**src/design/mas_pkg.sv**
```systemverilog
// Shared constants and types for the multiply-accumulate status block
package mas_pkg;
    localparam int ACC_W = 32;
    localparam int ACC_MSB = ACC_W - 1;
    localparam int DATA_W = 32;
    localparam int ADDR_W = 4;
    localparam int CSR_W = 8;
    localparam int INT_W = 2;

    // Register offsets
    localparam logic [ADDR_W-1:0] OFS_CSR = 4'h0;
    localparam logic [ADDR_W-1:0] OFS_ACC = 4'h1;
    localparam logic [ADDR_W-1:0] OFS_INT_STAT = 4'h2;
    localparam logic [ADDR_W-1:0] OFS_INT_CLR = 4'h3;
    localparam logic [ADDR_W-1:0] OFS_INT_EN = 4'h4;

    // Control and status field positions
    localparam int BIT_FRAC = 7;
    localparam int BIT_SAT = 6;
    localparam int BIT_STICKY_OVERFLOW_FLAG = 2;
    localparam int BIT_OVF = 1;
    localparam int BIT_STICKY_SATURATION_FLAG = 0;

    // Interrupt status bit positions
    localparam int INT_SAT = 0;
    localparam int INT_OVF = 1;

    // Limits and reset values
    localparam logic [ACC_W-1:0] ACC_MAX = 32'h7fffffff;
    localparam logic [ACC_W-1:0] ACC_MIN = 32'h80000000;
    localparam logic [ACC_W-1:0] ACC_RST = 32'h00000000;
    localparam logic [INT_W-1:0] INT_RST = 2'h0;
    localparam logic [DATA_W-1:0] RD_ZERO = 32'h00000000;

    typedef struct packed {
        logic valid;
        logic signedOp;
        logic [ACC_W-1:0] addend;
    } mas_acc_req_t;

    typedef struct packed {
        logic fracEn;
        logic satEn;
        logic stickyOvf;
        logic ovf;
        logic stickySat;
    } mas_csr_t;

    localparam mas_csr_t CSR_RST = '{1'b0, 1'b0, 1'b0, 1'b0, 1'b0};
endpackage : mas_pkg

```
**src/design/mas_accumulator.sv**
```systemverilog
// Accumulator with fractional and saturation modes, flags and register port
`timescale 1ns/1ps

module mas_accumulator (
    input wire logic clk_sys,
    input wire logic reset_n,
    input wire logic [mas_pkg::ADDR_W-1:0] regAddr,
    input wire logic [mas_pkg::DATA_W-1:0] regWrData,
    input wire logic regWrite,
    input wire logic regRead,
    output logic [mas_pkg::DATA_W-1:0] regRdData,
    input wire mas_pkg::mas_acc_req_t accReq,
    output logic [mas_pkg::ACC_W-1:0] accValue,
    output logic accDone,
    output logic irq
);
    import mas_pkg::*;

    mas_csr_t csr_q;
    mas_csr_t csr_d;
    logic [ACC_W-1:0] acc_q;
    logic [ACC_W-1:0] acc_d;
    logic [INT_W-1:0] intStat_q;
    logic [INT_W-1:0] intStat_d;
    logic [INT_W-1:0] intEn_q;
    logic [INT_W-1:0] intEn_d;
    logic [DATA_W-1:0] rdData_q;
    logic [DATA_W-1:0] rdData_d;
    logic irq_q;
    logic irq_d;
    logic done_q;
    logic done_d;

    logic [ACC_W-1:0] addEff;
    logic [ACC_W:0] sum;
    logic carry;
    logic sgnOvf;
    logic ovfEvt;
    logic satEvt;
    logic [CSR_W-1:0] csrRead;
    logic wrCsr;
    logic wrAcc;
    logic wrClr;
    logic wrEn;

    // Write decode
    always_comb
    begin
        wrCsr = 1'b0;
        wrAcc = 1'b0;
        wrClr = 1'b0;
        wrEn = 1'b0;
        if (regWrite && regAddr == OFS_CSR)
        begin
            wrCsr = 1'b1;
        end
        else if (regWrite && regAddr == OFS_ACC)
        begin
            wrAcc = 1'b1;
        end
        else if (regWrite && regAddr == OFS_INT_CLR)
        begin
            wrClr = 1'b1;
        end
        else if (regWrite && regAddr == OFS_INT_EN)
        begin
            wrEn = 1'b1;
        end
    end

    // Datapath: effective addend, sum and overflow detection
    always_comb
    begin
        addEff = accReq.addend;
        if (accReq.signedOp && csr_q.fracEn)
        begin
            addEff = {accReq.addend[ACC_MSB-1:0], 1'b0};
        end
        sum = {1'b0, acc_q} + {1'b0, addEff};
        carry = sum[ACC_W];
        // Same input signs, result sign opposite
        sgnOvf = (acc_q[ACC_MSB] == addEff[ACC_MSB])
            && (sum[ACC_MSB] != acc_q[ACC_MSB]);
    end

    // Accumulator, flags and events
    always_comb
    begin
        csr_d = csr_q;
        acc_d = acc_q;
        ovfEvt = 1'b0;
        satEvt = 1'b0;
        done_d = accReq.valid;
        if (wrCsr)
        begin
            csr_d.fracEn = regWrData[BIT_FRAC];
            csr_d.satEn = regWrData[BIT_SAT];
            // Writing zero clears a sticky flag, one leaves it
            csr_d.stickyOvf = csr_q.stickyOvf & regWrData[BIT_STICKY_OVERFLOW_FLAG];
            csr_d.stickySat = csr_q.stickySat & regWrData[BIT_STICKY_SATURATION_FLAG];
        end
        if (wrAcc)
        begin
            acc_d = regWrData[ACC_W-1:0];
        end
        if (accReq.valid)
        begin
            if (!accReq.signedOp)
            begin
                // Mode bits have no effect here
                acc_d = sum[ACC_W-1:0];
                csr_d.ovf = carry;
                ovfEvt = carry;
            end
            else if (csr_q.satEn && sgnOvf)
            begin
                // Clamp toward the side the sum ran off
                acc_d = acc_q[ACC_MSB] ? ACC_MIN : ACC_MAX;
                csr_d.ovf = 1'b0;
                satEvt = 1'b1;
            end
            else
            begin
                // Plain add also resumes from a saturated value
                acc_d = sum[ACC_W-1:0];
                csr_d.ovf = sgnOvf;
                ovfEvt = sgnOvf && !csr_q.satEn;
            end
        end
        // Hardware set wins over a software clear
        if (ovfEvt)
        begin
            csr_d.stickyOvf = 1'b1;
        end
        if (satEvt)
        begin
            csr_d.stickySat = 1'b1;
        end
    end

    // Interrupt status, enable and output level
    always_comb
    begin
        intEn_d = intEn_q;
        intStat_d = intStat_q;
        if (wrEn)
        begin
            intEn_d = regWrData[INT_W-1:0];
        end
        if (wrClr)
        begin
            intStat_d = intStat_q & ~regWrData[INT_W-1:0];
        end
        intStat_d[INT_OVF] = intStat_d[INT_OVF] | ovfEvt;
        intStat_d[INT_SAT] = intStat_d[INT_SAT] | satEvt;
        irq_d = |(intStat_d & intEn_d);
    end

    // Read path, data stand one cycle after the strobe
    always_comb
    begin
        csrRead = '0;
        csrRead[BIT_FRAC] = csr_q.fracEn;
        csrRead[BIT_SAT] = csr_q.satEn;
        csrRead[BIT_STICKY_OVERFLOW_FLAG] = csr_q.stickyOvf;
        csrRead[BIT_OVF] = csr_q.ovf;
        csrRead[BIT_STICKY_SATURATION_FLAG] = csr_q.stickySat;
        rdData_d = RD_ZERO;
        if (regRead && regAddr == OFS_CSR)
        begin
            rdData_d = DATA_W'(csrRead);
        end
        else if (regRead && regAddr == OFS_ACC)
        begin
            rdData_d = DATA_W'(acc_q);
        end
        else if (regRead && regAddr == OFS_INT_STAT)
        begin
            rdData_d = DATA_W'(intStat_q);
        end
        else if (regRead && regAddr == OFS_INT_EN)
        begin
            rdData_d = DATA_W'(intEn_q);
        end
    end

    always_ff @(posedge clk_sys)
    begin
        if (!reset_n)
        begin
            csr_q <= CSR_RST;
            acc_q <= ACC_RST;
            intStat_q <= INT_RST;
            intEn_q <= INT_RST;
            rdData_q <= RD_ZERO;
            irq_q <= 1'b0;
            done_q <= 1'b0;
        end
        else
        begin
            csr_q <= csr_d;
            acc_q <= acc_d;
            intStat_q <= intStat_d;
            intEn_q <= intEn_d;
            rdData_q <= rdData_d;
            irq_q <= irq_d;
            done_q <= done_d;
        end
    end

    assign regRdData = rdData_q;
    assign accValue = acc_q;
    assign accDone = done_q;
    assign irq = irq_q;

    logic sgnReq;
    assign sgnReq = accReq.valid && accReq.signedOp;
endmodule : mas_accumulator

```
**config.mk**
```make
export PLATFORM = sky130hd
export DESIGN_NAME = mas_accumulator
export DESIGN_NICKNAME = d
export VERILOG_FILES = /design/src/design/mas_pkg.sv /design/src/design/mas_accumulator.sv
export SDC_FILE = /design/constraint.sdc
export NUM_CORES = 1
export LEC_CHECK = 0
export BUFFER_PORTS_ARGS = -buffer_cell sky130_fd_sc_hd__buf_2
export CAP_MARGIN = 15
export CORE_MARGIN = 10
export CORE_UTILIZATION = 48
export CTS_CLUSTER_DIAMETER = 60
export DETAILED_ROUTE_END_ITERATION = 8
export GPL_ROUTABILITY_DRIVEN = 1
export PLACE_DENSITY = 0.87
export SYNTH_ARGS = -nofsm -noshare
export SYNTH_HDL_FRONTEND = slang
export SYNTH_SLANG_ARGS = --single-unit
```
**constraint.sdc**
```tcl
create_clock -name clk_sys -period 4.04 [get_ports clk_sys]
set_input_delay 0.404 -clock clk_sys [delete_from_list [all_inputs] [get_ports clk_sys]]
set_output_delay 0.404 -clock clk_sys [all_outputs]
set_load 0.01 [all_outputs]
```
== Word level (Yosys, flattened, before mapping) ==
Index checks and enable logic that the tools add are counted.

* Flip-flop bits (word level): 75
* Input bits: 74
* Output and inout port bits: 66
* Word-level logic and storage cells: 80

* Add/sub/neg operators: 1
* Equal/unequal tests: 6
* Muxes and demuxes: 34
* Bitwise logic cells: 8
* Reduce and logical (&&, ||, !) cells: 19

{| class="wikitable"
|+ Operators with widths
! operator !! count
|-
| 32-bit two-way mux || 7
|-
| 32-bit by 32-bit adder with 33-bit output || 1
|-
| 1-bit two-way mux || 22
|-
| 1-bit logical AND || 12
|-
| 4-bit by 2-bit equality test with 1-bit output, second input constant || 2
|-
| 2-bit two-way mux || 4
|-
| 8-bit two-way mux || 1
|-
| 2-bit nonzero test || 3
|-
| 2-bit bitwise AND || 2
|-
| 4-bit by 1-bit equality test with 1-bit output, second input constant || 1
|-
| 4-bit by 3-bit equality test with 1-bit output, second input constant || 1
|-
| 4-bit logical NOT || 1
|-
| 2-bit OR reduction || 2
|-
| 1-bit bitwise AND || 2
|-
| 2-bit NOT || 1
|-
| 1-bit OR || 2
|-
| 1-bit equality test || 1
|-
| 1-bit logical NOT || 1
|-
| 1-bit != test || 1
|-
| 1-bit NOT || 1
|}

== Depth between registers and ports, before layout ==
* Depth in word-level cells: 12
* Depth in mapped cells: 15
* Gate-level depth less buffers: 13

== Worst setup path before layout ==
Ideal clock, no wire load.

* Path type: input port to flip-flop
* From: input accReq[32] (netlist bit)
* To: register acc_q[17], in the netlist accValue[17]
* Library setup time: 0.074 ns
* Arrival: 3.718 ns
* Data required time: 3.966 ns
* Path slack: 0.249 ns
* Cell stages on the path: 14
* Path buffers: 2
* Cells stage by stage: nand2_1 -> buf_1 -> mux2_2 -> ha_1 -> a211oi_2 -> o21bai_4 -> o211a_4 -> o21a_4 -> a21o_1 -> a21o_1 -> or2_1 -> buf_6 -> or4_4 -> o211ai_2

* Cells in the longest elaborated chain, start to end: 9
* Elaborated cells between the ends (all ways): 10
* Classes of those cells: add/sub: 1; eq/ne: 2; mux: 4; reduce/logical: 3

{| class="wikitable"
|+ RTL lines
! element !! RTL line !! source
|-
| start, declared || mas_accumulator.sv:12 || <nowiki>input wire mas_pkg::mas_acc_req_t accReq,</nowiki>
|-
| 1-bit logical AND || mas_accumulator.sv:75 || <nowiki>if (accReq.signedOp && csr_q.fracEn)</nowiki>
|-
| 32-bit two-way mux || mas_accumulator.sv:75 ||
|-
| 32-bit by 32-bit adder with 33-bit output || mas_accumulator.sv:79 || <nowiki>sum = {1'b0, acc_q} + {1'b0, addEff};</nowiki>
|-
| 1-bit != test || mas_accumulator.sv:83 || <nowiki>&& (sum[ACC_MSB] != acc_q[ACC_MSB]);</nowiki>
|-
| 1-bit logical AND || mas_accumulator.sv:83 ||
|-
| 1-bit logical AND || mas_accumulator.sv:115 || <nowiki>else if (csr_q.satEn && sgnOvf)</nowiki>
|-
| 32-bit two-way mux || mas_accumulator.sv:115 ||
|-
| 32-bit two-way mux * || mas_accumulator.sv:108 || <nowiki>if (!accReq.signedOp)</nowiki>
|-
| 32-bit two-way mux * || mas_accumulator.sv:106 || <nowiki>if (accReq.valid)</nowiki>
|-
| end signal, assigned || mas_accumulator.sv:192 || <nowiki>acc_q <= ACC_RST;</nowiki>
|-
| end signal, assigned || mas_accumulator.sv:202 || <nowiki>acc_q <= acc_d;</nowiki>
|-
| end, declared || mas_accumulator.sv:21 || <nowiki>logic [ACC_W-1:0] acc_q;</nowiki>
|}

Every way passes the cells marked *; elsewhere a longest branch is shown, timed or not.
A chain may end at the register's enable or synchronous reset.

== Final worst setup path ==
* From: register csr_q (netlist bit csrRead[7])
* To: register acc_q[30], in the netlist accValue[30]

* Cells in the longest elaborated chain, start to end: 9
* Elaborated cells between the ends (all ways): 10
* Classes of those cells: add/sub: 1; eq/ne: 2; mux: 4; reduce/logical: 3

{| class="wikitable"
|+ RTL lines
! element !! RTL line !! source
|-
| start, declared || mas_accumulator.sv:19 || <nowiki>mas_csr_t csr_q;</nowiki>
|-
| start signal, assigned || mas_accumulator.sv:201 || <nowiki>csr_q <= csr_d;</nowiki>
|-
| 1-bit logical AND * || mas_accumulator.sv:75 ||
|-
| 32-bit two-way mux * || mas_accumulator.sv:75 ||
|-
| 32-bit by 32-bit adder with 33-bit output || mas_accumulator.sv:79 ||
|-
| 1-bit != test || mas_accumulator.sv:83 ||
|-
| 1-bit logical AND || mas_accumulator.sv:83 ||
|-
| 1-bit logical AND || mas_accumulator.sv:115 ||
|-
| 32-bit two-way mux || mas_accumulator.sv:115 ||
|-
| 32-bit two-way mux * || mas_accumulator.sv:108 ||
|-
| 32-bit two-way mux * || mas_accumulator.sv:106 ||
|}

Marked as above.

==> summary.md <==
| Metric | Value |
|---|---|
| RSZ-0062 raised after global routing | `false` |
| CP peak stage delay | `approximately 0.44 ns` |
| RD Place Congestion | `approximately 0.93` |
| Fin nets | `roughly 840` |
| Hold path endpoint | `csrRead[6]` |
| Number of antenna violations at the first check in global routing | `0` |
| Hold_sp | `regWrData[6]` |
| Max VDD drop | `approximately 200 uV` |
| Syn-to-layout area delta | `22.2%` |
| Total track usage | `between 20% and 30%` |
| Seq/Total Area, Yosys | `29.8%` |
| Syn Inst Count | `approximately 590` |
| Pin count of the biggest net entering global routing | `46` |
| Setup ws final | `between 0.3 and 0.4 ns` |
| Setup slack, reg-to-reg | `0.34 ns` |
| Drt pass-1 iters | `5` |
| Core area | `slightly above 10000 um2` |
| Total wire length | `about 16000 um` |
| ANT nets after route | `0` |
| Clock Latency Late Sink | `0.38 ns` |
| Setup WS pre-CTS | `0.211 ns` |
| Final hold violations | `0` |
| Via density | `5.65` |
| Maxcap violations | `0` |
| Wire per inst | `around 18 um` |
| R2R depth | `13` |
| DR iter-0 viols | `slightly above 400` |
| Fmax | `0.270 GHz` |
| Worst hold path type | `in2reg` |
| Core Util, Final | `~60%` |
| Root buffer cell | `clkbuf_8` |
| FF-to-FF End | `accValue[30]` |
| Actual slew at the worst max-slew pin | `roughly 1 ns` |
| Full die area | `15000 um2` |
| Area of the mapped netlist | `5040 um2` |
| Die extent in y | `about 120 um` |
| Critical Path RT | `about 4.3 ns` |
| Worst-path clk slew | `0.09 ns` |
| Die width | `122 um` |
| Fraction of layout cells with a size suffix above 1 | `32.6%` |
| CP Capture Type | `register` |
| Postcts setup bufs | `0` |
| Critical path's slowest cell | `a2111o_1` |
| Synthesized flop and latch total | `75` |
| Clock sink count | `75` |
| Cts bufs inserted | `9` |
| N_diodes | `0` |
| Pwr Density | `around 360 nW/um2` |
| Post-synthesis cell type count | `about 60` |
| Port bufs | `~140` |
| Fillers | `924` |
| Hold Slack | `0.300 ns` |
| Via Count | `a little under 5000` |
| Final Max Tran Viols | `0` |
| Final period util | `around 92%` |
| CTS max path bufs | `2` |
| Post-synth top flop | `dfxtp_1` |
| Crit Path Category | `reg2reg` |
| Hold Crit Depth | `3` |
| Setup TNS Final | `0 ns` |
| Rel. slew slack | `a little over a third` |
| First-pass GRT wire length | `~24000 um` |
| Hold_buf cts | `0` |
| Initial core utilization | `about 50%` |
| CTS H-tree lvls | `3` |
| Asr flop ratio synth | `0%` |
| # setup viols final | `0` |
| Post_cts resized | `0` |
| CTS tree | `yes` |
| Outcome | `completed` |
| Tmin final | `approximately 3.7 ns` |
| Worst clock skew | `between 0.015 and 0.02 ns` |
| Core Rows | `37` |
| Mean Syn Cell Area | `between 8 and 9 um2` |
| Drt drc | `0` |
| Critical path startpoint category | `register` |
| RR Startpoint | `csrRead[7]` |
| Crit-path max FO | `17` |
| Worst-path cell chain | `nand2_1 -> buf_4 -> mux2_2 -> ha_1 -> a21oi_1 -> inv_1 -> a31o_2 -> a2111o_1 -> a31oi_1 -> o31ai_1 -> a31oi_1 -> mux2_2 -> o21ai_0` |
| Yosys Warn Count | `0` |
| Post-Syn Nets | `700` |
| Crit path arrival time | `4.00 ns` |
| Number of synthesized flops with an enable pin | `0` |
| GRT overflow | `0` |
| Dpl hpwl | `~12000 um` |
| Vias in the first global route | `~5000` |
| Commonest non-fill, non-tap cell in the layout | `buf_2` |
| Leakage power | `3.08 nW` |
| Commonest cells after routing, fill and taps aside | `buf_2, dfxtp_1, o21ai_0` |
| Num ports | `140` |
[sequential cells by signal, summed over array words and instances, names as in the netlist]
register,count
accValue,32
regRdData,32
accDone,1
csrRead,5
irq,1
intEn_q,2
intStat_q,2
[logic make-up (layout without fill, tap and decap cells)]
kind of cell	count (synthesis)	count (layout)	synth area share (%)
AOI/OAI and AO/OA	182	182	22.8
xor gates and xnor gates	26	26	4.52
adders and majority gates	34	34	8.60
buffers and inverters	37	185	2.96
DFF	75	75	29.8
muxes	65	65	14.3
and+or+nand+nor	173	173	17.0
[through the flow]
stage,instances,total power (W),area [um2]
floorplan,592,0.00137,5040
global placement,860,0.00159,5950
detailed placement,860,0.00160,5950
CTS,876,0.00223,6160
global route,876,0.00236,6160
finish,876,0.00223,6160
[cells in the mapped netlist, types with 3 or more instances]
master,number,area [um2]
buf_1,6,22.5
a21oi_1,52,260
or3_1,3,18.8
o21a_1,8,60.1
a21o_1,19,143
mux2_2,55,619
nor2_1,34,128
nand2b_1,3,18.8
a31oi_1,10,62.6
nor2b_1,7,43.8
mux2i_1,10,100
ha_1,33,413
xor2_1,8,70.1
xnor2_1,18,158
clkbuf_1,20,75.1
nor3_1,6,30.0
o211ai_1,3,22.5
nand3_1,11,55.1
nand2_1,52,195
nand4_1,6,37.5
nor4_1,3,18.8
o21ai_0,57,285
inv_1,8,30.0
and3_1,7,43.8
a21boi_0,4,30.0
and2_1,35,219
o221ai_1,3,26.3
dfxtp_1,75,1500
[worst max-delay path, delay by kind of cell (launching register included)]
kind / cells / cell delay [ns]
flops: 1 / 0.34
mux: 2 / 0.73
buf+inv: 2 / 0.41
compound gates: 7 / 1.56
fa+ha+maj: 1 / 0.39
simple gates: 1 / 0.20
[routing by layer]
| layer | global-route usage, % | part of all wire [%] | up-vias |
|---|---|---|---|
| met5 | 0 | 0 | - |
| met4 | 6.26 | 1.6 | 0 |
| met3 | 5.69 | 8.2 | 28 |
| met2 | 34.2 | 47 | 179 |
| met1 | 23.8 | 43 | 2311 |
| li1 | - | - | 2435 |
[worst max-delay path by stage]
stage / to / slack (ns) / startpoint
after floorplan: accValue[17] / 0.25 / accReq[32]
after global placement: accValue[31] / 0.23 / accReq[32]
after detailed placement: irq / 0.21 / accReq[32]
after CTS: accValue[30] / 0.40 / csrRead[7]
after global routing: irq / 0.11 / csrRead[7]
final: accValue[30] / 0.34 / csrRead[7]
[cell type report]
type / count / area, um2 / share of cell area, %
inverters: 8 / 30.0 / 0.488
repair buffers: 161 / 861 / 14.0
clock buffers: 10 / 138 / 2.24
multi-input cells: 480 / 3390 / 55.0
flip-flops and latches: 75 / 1500 / 24.4
clock inverters: 6 / 70.1 / 1.14
well taps: 136 / 170 / 2.76
[power breakdown]
part | internal (W) | leakage (nW) | switching [W]
clock network | 0.000310 | 0.108 | 0.000324
logic | 0.000349 | 2.36 | 0.000413
registers | 0.000786 | 0.613 | 0.0000520
total | 0.00145 | 3.08 | 0.000789
No activity file was read; power rests on OpenSTA's default activity.
